==> config.mk <==
export PLATFORM = sky130hd
export DESIGN_NAME = twr_top
export DESIGN_NICKNAME = d
export VERILOG_FILES = /design/src/logic/twr_pkg.sv /design/src/logic/twr_word_if.sv /design/src/logic/twr_shift.sv /design/src/logic/twr_top.sv
export SDC_FILE = /design/constraint.sdc
export NUM_CORES = 1
export LEC_CHECK = 0
export ABC_AREA = 0
export BUFFER_PORTS_ARGS = -buffer_cell sky130_fd_sc_hd__buf_4
export CAP_MARGIN = 5
export CORE_MARGIN = 2
export CORE_UTILIZATION = 56
export CTS_CLUSTER_SIZE = 10
export DETAILED_ROUTE_END_ITERATION = 6
export PLACE_DENSITY_LB_ADDON = 0.25
export SKIP_LAST_GASP = 1
export SYNTH_ARGS = -nofsm -noshare
export SYNTH_HDL_FRONTEND = slang
export SYNTH_SLANG_ARGS = --single-unit
==> constraint.sdc <==
create_clock -name SYS_CLK_I -period 2.22 [get_ports SYS_CLK_I]
set_input_delay 0.111 -clock SYS_CLK_I [delete_from_list [all_inputs] [get_ports SYS_CLK_I]]
set_output_delay 0.111 -clock SYS_CLK_I [all_outputs]
set_load 0.01 [all_outputs]
==> src/logic/twr_pkg.sv <==
/*
 * Constants shared by the three-wire radio control port.
 * Assumes a single system clock domain; serial pins are synchronised inside.
 */
package twr_pkg;

   // ****************************************************************
   // Serial word framing
   // ****************************************************************
   localparam int unsigned WORD_BITS = 24;
   localparam int unsigned DATA_BITS = 21;
   localparam logic [5:0]  WORD_LEN  = 6'h18;
   localparam logic [5:0]  CNT_MAX   = 6'h3f;

   // Address positions inside the 24-bit word (index = word bit - 1)
   localparam int unsigned ADDR_TOP_POS = 23;
   localparam int unsigned ADDR_MID_POS = 1;
   localparam int unsigned ADDR_LOW_POS = 0;
   // Payload window inside the word
   localparam int unsigned PAY_HI = 22;
   localparam int unsigned PAY_LO = 2;

   // Target codes for {target_select_mid, target_select_low}
   localparam logic [1:0] TGT_STATE = 2'h0;
   localparam logic [1:0] TGT_SETUP = 2'h1;

   // ****************************************************************
   // Field positions inside the radio state word (index = word bit - 3)
   // ****************************************************************
   localparam int unsigned F_BAND        = 20;
   localparam int unsigned F_OP_HI       = 19;
   localparam int unsigned F_OP_LO       = 17;
   localparam int unsigned F_LO2_OFF     = 16;
   localparam int unsigned F_LO1_OFF     = 15;
   localparam int unsigned F_RXDIV2_OFF  = 14;
   localparam int unsigned F_TXDIV3_OFF  = 13;
   localparam int unsigned F_LPF_TUNE    = 12;
   localparam int unsigned F_PRECHARGE   = 11;
   localparam int unsigned F_CAL_SKIP    = 10;
   localparam int unsigned F_TXIF_DIVSEL = 9;
   localparam int unsigned F_TXDIV6      = 8;
   localparam int unsigned F_TXIF_CORR   = 7;
   localparam int unsigned F_GAIN_HI     = 6;
   localparam int unsigned F_GAIN_LO     = 1;
   localparam int unsigned F_LNA         = 0;

   // Position of the soft-reset bit inside the setup word
   localparam int unsigned SETUP_RESET_POS = 20;

   // ****************************************************************
   // Reset values
   // ****************************************************************
   localparam logic [20:0] STATE_RST = 21'h000000;
   localparam logic [20:0] SETUP_RST = 21'h000000;

   // ****************************************************************
   // Operating states
   // ****************************************************************
   localparam logic [2:0] OP_SLEEP     = 3'h0;
   localparam logic [2:0] OP_TX_SETTLE = 3'h4;
   localparam logic [2:0] OP_RX_SETTLE = 3'h5;
   localparam logic [2:0] OP_TX_ON     = 3'h6;
   localparam logic [2:0] OP_RX_ON     = 3'h7;

endpackage : twr_pkg

==> src/logic/twr_word_if.sv <==
/*
 * Carrier between the serial shifter and the register bank.
 * Assumes both ends run on the system clock.
 */
`timescale 1ns/1ps
interface twr_word_if;
   logic [23:0] word;
   logic [5:0]  nbits;
   logic        latch_stb;

   modport src (output word, output nbits, output latch_stb);
   modport dst (input  word, input  nbits, input  latch_stb);
endinterface : twr_word_if

==> src/logic/twr_shift.sv <==
/*
 * Serial shifter: synchronises clock, data and latch pins, shifts data on
 * serial clock rising edges and presents the captured word on latch.
 * Assumes serial clock well below a quarter of the system clock.
 */
`timescale 1ns/1ps
module twr_shift (
   // Clock and reset
   input  wire logic   clk_i,
   input  wire logic   rst_n_i,
   // Serial pins
   input  wire logic   sclk_i,
   input  wire logic   sdata_i,
   input  wire logic   latch_i,
   // Captured word
   twr_word_if.src     wrd
);

   typedef struct packed {
      logic [2:0]  sclk_s;
      logic [1:0]  data_s;
      logic [2:0]  latch_s;
      logic [23:0] shreg;
      logic [5:0]  cnt;
      logic [23:0] word;
      logic [5:0]  nbits;
      logic        stb;
   } twr_shift_st_t;

   twr_shift_st_t st_q;
   twr_shift_st_t st_d;

   always_comb begin
      st_d         = st_q;
      st_d.sclk_s  = {st_q.sclk_s[1:0], sclk_i};
      st_d.data_s  = {st_q.data_s[0], sdata_i};
      st_d.latch_s = {st_q.latch_s[1:0], latch_i};
      st_d.stb     = 1'b0;
      // Data taken on serial clock rising edge, first bit ends up on top
      if (st_q.sclk_s[1] && !st_q.sclk_s[2]) begin
         st_d.shreg = {st_q.shreg[22:0], st_q.data_s[1]};
         if (st_q.cnt != twr_pkg::CNT_MAX) begin
            st_d.cnt = st_q.cnt + 6'h01;
         end
      end
      // Latch rise with serial clock low closes the word
      if (st_q.latch_s[1] && !st_q.latch_s[2] && !st_q.sclk_s[1]) begin
         st_d.word  = st_q.shreg;
         st_d.nbits = st_q.cnt;
         st_d.stb   = 1'b1;
         st_d.cnt   = 6'h00;
      end
   end

   always_ff @(posedge clk_i or negedge rst_n_i) begin
      if (!rst_n_i) begin
         st_q <= '0;
      end else begin
         st_q <= st_d;
      end
   end

   assign wrd.word      = st_q.word;
   assign wrd.nbits     = st_q.nbits;
   assign wrd.latch_stb = st_q.stb;

endmodule : twr_shift

==> src/logic/twr_top.sv <==
/*
 * Three-wire radio control port: decodes words latched from the shared
 * serial bus and holds the radio state word and the setup word.
 * Assumes the serial pins are driven by an external controller, asynchronous
 * to the system clock, and that other chips on the bus ignore our words.
 */

// Summary of operation
// - A valid word is exactly 24 bits: 3 address bits and 21 data.
// - Bits shift serially; whole word loads into target register on latch rise.
// - Last bit precedes latch rising; latch rises only while serial clock low.
// - Most significant bit first: word bit 24 first, bit 1 last.
// - Address at bits 24,2,1; top high with 00 radio state, 01 setup.
// - Words with top address bit low belong to the companion chip; ignored.
// - Radio state word bit 23 is band select.
// - Bits 22 to 20 form the operating-state field.
// - Bits 19 to 16 disable LO2, LO1, rx div2 and tx div3 correctors.
// - Bit 15 lowpass tune, 14 precharge only, 13 offset calibration skip.
// - Bit 12 tx IF divider, 11 divide-by-6, 10 tx IF corrector off.
// - Bits 9 to 4 gain code; bit 3 switches the LNA.
// - Setup write with reset bit high clears the whole radio state word.
// - Op state 111 entered with skip low starts offset calibration.
// - Band 0 enables low-band path, band 1 enables high-band path.
`timescale 1ns/1ps
module twr_top (
   // Clock and reset
   input  wire logic        SYS_CLK_I,
   input  wire logic        RST_N_I,
   // Three-wire serial bus
   input  wire logic        SER_CLK_I,
   input  wire logic        SER_DATA_I,
   input  wire logic        SER_LATCH_I,
   // Band and mode
   output logic             BAND_SEL_O,
   output logic             LOW_BAND_EN_O,
   output logic             HIGH_BAND_EN_O,
   output logic [2:0]       OP_STATE_O,
   // Test disables
   output logic             LO2_OFF_O,
   output logic             LO1_OFF_O,
   output logic             RX_DIV2_CORRECTOR_OFF_O,
   output logic             TX_DIV3_CORRECTOR_OFF_O,
   // Calibration
   output logic             LOWPASS_TUNE_REQUEST_O,
   output logic             OFFSET_PRECHARGE_ONLY_O,
   output logic             OFFSET_CAL_SKIP_O,
   output logic             OFFSET_CAL_START_O,
   // Transmit IF dividers
   output logic             TX_IF_DIVIDER_SELECT_O,
   output logic             TX_DIV6_SELECT_O,
   output logic             TX_IF_CORRECTOR_OFF_O,
   // Gain
   output logic [5:0]       IF_GAIN_CODE_O,
   output logic             LNA_SWITCH_O,
   // Raw registers and word status
   output logic [20:0]      RADIO_STATE_WORD_O,
   output logic [20:0]      SETUP_WORD_O,
   output logic             WORD_ACCEPT_O,
   output logic             WORD_DROP_O
);

   // ****************************************************************
   // Serial front end
   // ****************************************************************
   twr_word_if wrd ();

   twr_shift u_shift (
      .clk_i   (SYS_CLK_I),
      .rst_n_i (RST_N_I),
      .sclk_i  (SER_CLK_I),
      .sdata_i (SER_DATA_I),
      .latch_i (SER_LATCH_I),
      .wrd     (wrd)
   );

   // ****************************************************************
   // Register bank state
   // ****************************************************************
   typedef struct packed {
      logic [20:0] state_word;
      logic [20:0] setup_word;
      logic        cal_start;
      logic        accept;
      logic        drop;
   } twr_top_st_t;

   twr_top_st_t st_q;
   twr_top_st_t st_d;

   logic        tgt_top;
   logic [1:0]  tgt_code;
   logic [20:0] payload;
   logic        len_ok;
   logic [2:0]  op_new;
   logic [2:0]  op_old;
   logic        enter_rx_on;
   logic        soft_clear;

   assign tgt_top  = wrd.word[twr_pkg::ADDR_TOP_POS];
   assign tgt_code = {wrd.word[twr_pkg::ADDR_MID_POS], wrd.word[twr_pkg::ADDR_LOW_POS]};
   assign payload  = wrd.word[twr_pkg::PAY_HI:twr_pkg::PAY_LO];
   // A short or long transfer would misplace every field, so it is refused
   assign len_ok   = (wrd.nbits == twr_pkg::WORD_LEN);

   // ****************************************************************
   // Field decode
   // ****************************************************************
   assign op_new      = payload[twr_pkg::F_OP_HI:twr_pkg::F_OP_LO];
   assign op_old      = st_q.state_word[twr_pkg::F_OP_HI:twr_pkg::F_OP_LO];
   // Rewriting receive-on while already there must not restart calibration
   assign enter_rx_on = (op_new == twr_pkg::OP_RX_ON)
                        && !payload[twr_pkg::F_CAL_SKIP]
                        && (op_old != twr_pkg::OP_RX_ON);
   // Soft reset request carried by a setup word
   assign soft_clear  = payload[twr_pkg::SETUP_RESET_POS];

   // ****************************************************************
   // Word decode
   // ****************************************************************
   always_comb begin
      st_d           = st_q;
      st_d.cal_start = 1'b0;
      st_d.accept    = 1'b0;
      st_d.drop      = 1'b0;
      if (wrd.latch_stb) begin
         if (!len_ok) begin
            st_d.drop = 1'b1;
         end else if (!tgt_top) begin
            // Companion chip traffic: mid bit is its payload, nothing here changes
            st_d.drop = 1'b0;
         end else begin
            case (tgt_code)
               twr_pkg::TGT_STATE: begin
                  // Parallel load of the whole field set
                  st_d.state_word = payload;
                  st_d.accept     = 1'b1;
                  // Only a transition into receive-on starts calibration
                  if (enter_rx_on) begin
                     st_d.cal_start = 1'b1;
                  end
               end
               twr_pkg::TGT_SETUP: begin
                  st_d.setup_word = payload;
                  st_d.accept     = 1'b1;
                  // Clear lands in the same cycle as the setup load
                  if (soft_clear) begin
                     st_d.state_word = twr_pkg::STATE_RST;
                  end
               end
               default: begin
                  st_d.drop = 1'b1;
               end
            endcase
         end
      end
   end

   // Setup word gets a defined value here even though software must still write it first
   always_ff @(posedge SYS_CLK_I or negedge RST_N_I) begin
      if (!RST_N_I) begin
         st_q.state_word <= twr_pkg::STATE_RST;
         st_q.setup_word <= twr_pkg::SETUP_RST;
         st_q.cal_start  <= 1'b0;
         st_q.accept     <= 1'b0;
         st_q.drop       <= 1'b0;
      end else begin
         st_q <= st_d;
      end
   end

   // ****************************************************************
   // Band and mode outputs
   // ****************************************************************
   // Complementary enables: exactly one band path is ever on
   assign BAND_SEL_O              = st_q.state_word[twr_pkg::F_BAND];
   assign LOW_BAND_EN_O           = !st_q.state_word[twr_pkg::F_BAND];
   assign HIGH_BAND_EN_O          = st_q.state_word[twr_pkg::F_BAND];
   assign OP_STATE_O              = st_q.state_word[twr_pkg::F_OP_HI:twr_pkg::F_OP_LO];

   // ****************************************************************
   // Test disable outputs
   // ****************************************************************
   assign LO2_OFF_O               = st_q.state_word[twr_pkg::F_LO2_OFF];
   assign LO1_OFF_O               = st_q.state_word[twr_pkg::F_LO1_OFF];
   assign RX_DIV2_CORRECTOR_OFF_O = st_q.state_word[twr_pkg::F_RXDIV2_OFF];
   assign TX_DIV3_CORRECTOR_OFF_O = st_q.state_word[twr_pkg::F_TXDIV3_OFF];

   // ****************************************************************
   // Calibration outputs
   // ****************************************************************
   // The start pulse only asks; the calibration sequence itself runs outside
   assign LOWPASS_TUNE_REQUEST_O  = st_q.state_word[twr_pkg::F_LPF_TUNE];
   assign OFFSET_PRECHARGE_ONLY_O = st_q.state_word[twr_pkg::F_PRECHARGE];
   assign OFFSET_CAL_SKIP_O       = st_q.state_word[twr_pkg::F_CAL_SKIP];
   assign OFFSET_CAL_START_O      = st_q.cal_start;

   // ****************************************************************
   // Transmit IF divider outputs
   // ****************************************************************
   assign TX_IF_DIVIDER_SELECT_O  = st_q.state_word[twr_pkg::F_TXIF_DIVSEL];
   assign TX_DIV6_SELECT_O        = st_q.state_word[twr_pkg::F_TXDIV6];
   assign TX_IF_CORRECTOR_OFF_O   = st_q.state_word[twr_pkg::F_TXIF_CORR];

   // ****************************************************************
   // Gain outputs
   // ****************************************************************
   assign IF_GAIN_CODE_O          = st_q.state_word[twr_pkg::F_GAIN_HI:twr_pkg::F_GAIN_LO];
   assign LNA_SWITCH_O            = st_q.state_word[twr_pkg::F_LNA];

   // ****************************************************************
   // Raw registers and word status
   // ****************************************************************
   // Raw copies let the far side read back exactly what was latched
   assign RADIO_STATE_WORD_O      = st_q.state_word;
   assign SETUP_WORD_O            = st_q.setup_word;
   assign WORD_ACCEPT_O           = st_q.accept;
   assign WORD_DROP_O             = st_q.drop;

endmodule : twr_top

==> reports/qor.log, run 1 <==
[status] status finished, final reports clean
[layout] layout-stage area growth over the synthesis result 24.4%
[clock_tree] Longest Clk Path Bufs 2
[drt] routed wirelength normalized by instance count 16.1 um
[floorplan] die outline area 9000 um^2
[global_routing] overflow left after global routing 0
[clock_tree] post-CTS clock slew at the launch and capture registers of the worst setup and hold paths 0.05 ns
[floorplan] die extent in x 94.9 um
[layout] diode count 0
[drt] antenna-violating nets left 0
[clock_tree] clk root buf clkbuf_8
[setup_path] CP peak stage delay 0.59 ns
[layout] fill cell count 556
[layout] multi-input gate area in the final layout 1450 um^2
[synthesis] sequential element share of the synthesized area 61.7%
[place] total half-perimeter wirelength after legalization and detailed placement 5150 um
[setup_path] CP arrival 2.39 ns
[clock_tree] H-tree lvl count 4
[sta] Clock Skews 0.0125 ns
[setup_path] Top delay family on crit path simple AND/OR/NAND/NOR gates
[layout] commonest cells after routing, fill and taps aside dfrtp_1 (114), buf_4 (78), mux2_2 (74), nand2_1 (24), inv_1 (22)
[synthesis] distinct cell type count after synthesis 32
[layout] Final Non-Filler Cells 514
[power] Power per Cell Area 1000 nW/um^2
[setup_path] critical-path cell list or4b_4 -> nor4_4 -> buf_12 -> mux2_2
[worst_hold_path] class of the tightest hold or removal check input port to async pin
[sta] Tightest Pin Transition 0.501 ns
[setup_path] r2r startpoint u_shift.wrd.nbits[1]
[floorplan] Die Y 94.9 um
[place] routability congestion estimate 0.720
[layout] share of post-route cells with drive strength above 1 46.5%
[setup_path] Worst Setup Start Kind register
[power] internal power consumption 0.00433 W
[power] switching share of power 24.8%
[synthesis] Syn Inst Count 328
[place] IO Port Bufs 72
[drt] Iteration-0 DRC Markers 91
[sta] clock period minus final worst setup slack 2.02 ns
[place] placed instance count 478
[sta] setup repair after global routing missed its margin false
[drt] wire length reported by the detailed router 8260 um
[clock_tree] Clock Latency Late Sink 0.50 ns
[global_routing] Total GRT Usage 20.7%
[global_routing] antenna violations before repair 0
[synthesis] count of warnings emitted by yosys 0
[floorplan] effective utilization at floorplan 57.1%
[floorplan] area of the core 8090 um^2
[sta] final sum of negative setup slack 0 ns
[global_routing] vias in the first global route 2799
[synthesis] cell area after synthesis 4620 um^2
[place] dpl cell area 5140 um^2
[synthesis] average size of a mapped cell 14.1 um^2
[sta] final setup fails 0
[setup_path] worst-path maximum fanout 21
[power] portion of total power attributed to the clock network 44.0%
[power] net switching power of the design 0.00143 W
[drt] number of remaining DRC errors 0
[power] power after layout 0.00575 W
[drt] via count 2635
[global_routing] wire length of the first global-routing pass 13900 um
[power] largest vdd supply drop 0.000667 V
[power] sequential share of power 46.4%
[floorplan] Top Ports 73
[power] total leakage power 2.79 nW
[sta] slew margin rel. 66.6%
[synthesis] total nets after synthesis 334
[sta] Max Fclk 0.495 GHz
[floorplan] Site Rows 33
[setup_path] Crit Path Category register to register
[sta] final hold viol count 0
[drt] number of iterations in the first detailed-routing pass 4
[clock_tree] TritonCTS clock tree done
[setup_path] required time of the critical path 2.60 ns
[clock_tree] CTS-repair resized insts 0
[setup_path] worst-case register-to-register setup slack 0.20 ns
[layout] post-route standard cell area excluding fillers 5750 um^2
[sta] Hold Worst Slack 0.135 ns
[layout] Layout Nets 402
[setup_path] crit path from u_shift.wrd.nbits[1]
[layout] most common cell after layout, fill and taps aside dfrtp_1
[synthesis] flop and latch count out of synthesis 114
[sta] number of max-slew violations in the final report 0
[flow_run] max capacitance violation total 0
[clock_tree] TritonCTS sink count 114
[clock_tree] number of clock buffers inserted by TritonCTS 17
[sta] ratio of final minimum period to clock period 90.9%
[power] Gate power share 9.5%
[setup_path] number of buffers and inverters on the critical path 1
[drt] Vias/cell 5.13
[setup_path] Slowest cell on crit path or4b_4
[layout] area occupied by registers 2850 um^2
[setup_path] Critical Path End Type register
[global_routing] largest net degree at the start of global routing 55
-- synthesized netlist by cell type --
cell type	instances	share of area [%]
buf_1	1	0.081
a2111oi_4	1	0.60
inv_1	22	1.8
buf_4	22	3.6
o32ai_1	1	0.19
and3_1	1	0.14
nor3_1	4	0.43
and4_1	2	0.38
buf_6	4	0.97
a211oi_1	1	0.16
nor4_4	1	0.46
o311a_1	1	0.22
nand2_1	24	1.9
nand3_1	2	0.22
or4b_4	1	0.30
nand2b_1	4	0.54
o2bb2ai_1	1	0.19
dfrtp_1	114	62
o21ai_0	2	0.22
nor3b_1	1	0.16
nor2_1	2	0.16
buf_2	2	0.22
nor2b_1	3	0.41
mux2_2	74	18
mux2_1	1	0.24
and4b_1	2	0.43
ha_1	1	0.27
clkbuf_1	6	0.49
mux2i_1	21	4.5
nand4b_1	2	0.38
a21oi_1	3	0.32
nor4bb_1	1	0.22
-- power groups by stage --
stage	logic [W]	clock network, W	registers, W
5_1_grt	0.000620	0.00267	0.00272
6_report	0.000547	0.00253	0.00267
3_5_place_dp	0.000543	0	0.00269
3_3_place_gp	0.000518	0	0.00267
2_1_floorplan	0.000418	0	0.00259
4_1_cts	0.000562	0.00258	0.00267
-- cells by family (layout without fill, tap and decap cells) --
logic type	count (synthesis)	in the layout	share of synthesized area, %
AO/OA/AOI/OAI	10	10	1.90
adder cells (fa/ha/maj)	1	1	0.271
buffers and inverters	57	138	7.12
flip-flops	114	114	61.7
multiplexers	96	96	22.8
AND/OR/NAND/NOR	50	50	6.17
-- metal layers --
metal	part of all wire (%)	track usage, %	vias up	wire (um)
met5	0	0	-	0
li1	-	-	1232	-
met3	3.4	5.59	8	284
met4	1.3	8.94	0	110
met2	50	32.6	55	4110
met1	45	27.4	1340	3760
-- metrics by stage --
step                      setup slack, ns  utilization (%)
after floorplan                     0.293                -
after global placement              0.259             63.5
after detailed placement            0.208             63.5
after CTS                           0.193             71.0
after global routing                0.160             71.0
final                               0.202             71.0
-- flip-flops by register name, summed over array words and instances, names as in the netlist --
register	flops
u_shift.wrd.word	24
u_shift.wrd.nbits	6
WORD_ACCEPT_O	1
RADIO_STATE_WORD_O	21
u_shift.st_d	5
u_shift.wrd.latch_stb	1
WORD_DROP_O	1
SETUP_WORD_O	21
u_shift.st_q	33
OFFSET_CAL_START_O	1
-- worst register-to-register path, stage by stage, from the launching register on --
cell	delay, ns
dfrtp_1	0.38
or4b_4	0.59
nor4_4	0.35
buf_12	0.22
mux2_2	0.36
-- final timing paths --
kind                                          endpoint  cells after the start
worst max-delay path                   SETUP_WORD_O[4]                      4
worst min-delay path            RADIO_STATE_WORD_O[18]                      2
worst max register to register         SETUP_WORD_O[4]                      4
worst min register to register        u_shift.st_q[65]                      0
max in group asynchronous         u_shift.wrd.nbits[2]                      3
min in group SYS_CLK_I                u_shift.st_d[67]                      2
-- final cells by class --
type / instances / area share [%]
inverters: 22 / 1.44
clock buffers: 19 / 7.51
flip-flops and latches: 114 / 49.6
clock inverters: 13 / 2.39
multi-input cells: 157 / 25.2
repair buffers: 84 / 11.6
well taps: 105 / 2.29
-- what timing repair did --
item | CTS | global route
hold buffers | 4 | 0
hold endpoints to repair | 40 | 0
setup buffers | 0 | 0
Note: power is estimated with default switching activity, not from simulation.
==> run 2: changes to the inputs <==
--- a/config.mk
+++ b/config.mk
@@ -5,7 +5,7 @@
 export SDC_FILE = /design/constraint.sdc
 export NUM_CORES = 1
 export LEC_CHECK = 0
-export ABC_AREA = 0
+export ABC_AREA = 1
 export BUFFER_PORTS_ARGS = -buffer_cell sky130_fd_sc_hd__buf_4
 export CAP_MARGIN = 5
 export CORE_MARGIN = 2
==> reports/qor.log, run 2 <==
[global_routing] vias in the first global route 3390
[synthesis] cell area after synthesis 4760 um^2
[clock_tree] Setup Buffers After CTS 0
[place] IO Port Bufs 72
[synthesis] total nets after synthesis 513
[synthesis] cell with the most instances after synthesis nand2_1
[sta] Clock Skews 0.00672 ns
[sta] setup repair after global routing missed its margin false
[synthesis] share of the synthesized area in the top cell type 60.0%
[place] routability congestion estimate 0.766
[sta] final hold viol count 0
[setup_path] worst-path maximum fanout 42
[floorplan] effective utilization at floorplan 57.9%
[setup_path] Slowest cell on crit path dfrtp_1
[sta] final sum of negative setup slack 0 ns
[clock_tree] Longest Clk Path Bufs 2
[clock_tree] clk root buf clkbuf_8
[layout] diode count 0
[layout] most common cell after layout, fill and taps aside nand2_1
[setup_path] Crit Path Category register to register
[global_routing] Total GRT Usage 22.5%
[synthesis] count of warnings emitted by yosys 0
[clock_tree] TritonCTS clock tree done
[sta] number of max-slew violations in the final report 0
[drt] antenna-violating nets left 0
[clock_tree] H-tree lvl count 4
[synthesis] Syn Inst Count 507
[drt] Iteration-0 DRC Markers 212
[global_routing] wire length of the first global-routing pass 15700 um
[layout] commonest cells after routing, fill and taps aside nand2_1 (139), dfrtp_1 (114), buf_4 (82), o21ai_1 (52), inv_1 (50)
[floorplan] die extent in x 96.2 um
[worst_hold_path] class of the tightest hold or removal check input port to async pin
[drt] routed wirelength normalized by instance count 14.1 um
[drt] Vias/cell 5.14
[global_routing] largest net degree at the start of global routing 60
[floorplan] Die Y 96.2 um
[power] power after layout 0.00588 W
[sta] slew margin rel. 56.1%
[sta] ratio of final minimum period to clock period 72.2%
[place] dpl cell area 5220 um^2
[layout] Largest Register u_shift.st_q
[synthesis] Main synth FF type dfrtp_1
[drt] wire length reported by the detailed router 9620 um
[drt] number of iterations in the first detailed-routing pass 5
[flow_run] max capacitance violation total 0
[layout] layout-stage area growth over the synthesis result 24.3%
[sta] final setup fails 0
[setup_path] worst r2r path cells 6
[floorplan] die outline area 9250 um^2
[sta] Tightest Pin Transition 0.655 ns
[setup_path] CP arrival 1.98 ns
[synthesis] cell accounting for the most synthesized area dfrtp_1
[setup_path] required time of the critical path 2.59 ns
[clock_tree] number of clock buffers inserted by TritonCTS 17
[synthesis] async set or reset register ratio after synthesis 100%
[power] total leakage power 2.98 nW
[floorplan] Site Rows 33
[setup_path] critical-path cell list nor2_1 -> nand3_2 -> nor2_4 -> nand2_4 -> nand2_1 -> o21ai_2
[sta] clock period minus final worst setup slack 1.60 ns
[drt] number of remaining DRC errors 0
[clock_tree] TritonCTS sink count 114
[clock_tree] Clock Latency Late Sink 0.51 ns
[synthesis] top cells by count, synth nand2_1 (140), dfrtp_1 (114), o21ai_1 (52), inv_1 (50), nor2_1 (32)
[clock_tree] post-CTS clock slew at the launch and capture registers of the worst setup and hold paths 0.05 ns
[drt] via count 3518
[setup_path] CP peak stage delay 0.38 ns
[sta] Max Fclk 0.623 GHz
[layout] Layout Nets 572
[synthesis] sequential element share of the synthesized area 60.0%
[synthesis] synth top area cells dfrtp_1 (60%), nand2_1 (11%), o21ai_1 (5.5%)
[global_routing] overflow left after global routing 0
[floorplan] area of the core 8220 um^2
[floorplan] Top Ports 73
[layout] post-route standard cell area excluding fillers 5910 um^2
[synthesis] distinct cell type count after synthesis 23
[layout] share of post-route cells with drive strength above 1 24.9%
[power] largest vdd supply drop 0.000834 V
[layout] Core Util, Final 71.9%
[layout] flip-flop count of the largest register after layout 33
[power] Power per Cell Area 994 nW/um^2
[place] total half-perimeter wirelength after legalization and detailed placement 6010 um
[global_routing] antenna violations before repair 0
[status] status finished, final reports clean
[setup_path] Critical Path End Type register
[synthesis] count of flip-flops with a built-in enable after synthesis 0
[synthesis] flop and latch count out of synthesis 114
[setup_path] Worst Setup Start Kind register
[synthesis] average size of a mapped cell 9.38 um^2
## run 2: cell types whose count changed after synthesis, moves of 3 or more
cell	delta
nand2_1	+116
mux2i_1	-21
buf_2	+12
nand3_1	+8
inv_1	+28
nand2b_1	-4
o21ai_2	+21
nor2_1	+30
nand4_1	+21
nor2b_1	-3
mux2_2	-74
o21ai_1	+52
inv_2	+5
## run 2: metal layers
layer	wire (um)	global-route usage, %
met1	4200	29.1
met2	4780	36.6
met3	485	6.19
met4	151	7.98
met5	0	0
## run 2: what timing repair did
action                    4_1_cts  5_1_grt
hold buffers                    4        0
gates resized for setup         0        0
hold endpoints to repair      116        0
## run 2: path summary, 6_finish.rpt
path	to	slack, ns	startpoint
worst max-delay path	SETUP_WORD_O[20]	0.62	u_shift.wrd.nbits[2]
worst max register to register	SETUP_WORD_O[20]	0.62	u_shift.wrd.nbits[2]
min in group SYS_CLK_I	u_shift.st_d[65]	0.26	SER_DATA_I
worst min register to register	u_shift.st_q[65]	0.35	u_shift.st_d[65]
max in group asynchronous	RADIO_STATE_WORD_O[20]	1.45	RST_N_I
worst min-delay path	u_shift.st_q[43]	0.07	RST_N_I
## run 2: stage by stage
step / cells / hold WS [ns] / setup WS [ns]
detailed placement: 648 / 0.0544 / 0.663
floorplan: 507 / -0.185 / 0.986
global placement: 648 / 0.0457 / 0.708
CTS: 684 / 0.0760 / 0.613
finish: 684 / 0.0681 / 0.616
global route: 684 / 0.0981 / 0.363
## run 2: logic make-up (layout without fill, tap and decap cells)
group,Yosys count,count (layout),share of synthesized area (%)
flip-flops,114,114,60.0
XOR/XNOR,1,1,0.184
AO/OA/AOI/OAI,78,78,9.87
adder cells (fa/ha/maj),1,1,0.263
buffers and inverters,103,175,10.9
AND/OR/NAND/NOR,210,210,18.8
## run 2: area by class of cell
type	count	area, um^2
clock buffer	21	439
clock inverter	11	208
fill	558	2310
inverter	56	210
multi-input combinational	290	1390
sequential	114	2850
tap	105	131
timing repair buffer	87	676
## run 2: worst max-delay path, delay by kind of cell, from the launching register on
kind / cells / cell delay, ns
AND/OR/NAND/NOR: 5 / 1.01
flip-flops: 1 / 0.38
AO/OA/AOI/OAI: 1 / 0.07
## run 2: report_power, final
part	switching [W]	internal (W)	leakage, nW
Combinational	0.000356	0.000168	1.12
Clock	0.000894	0.00207	0.316
Sequential	0.000131	0.00226	1.55
Total	0.00138	0.00450	2.98
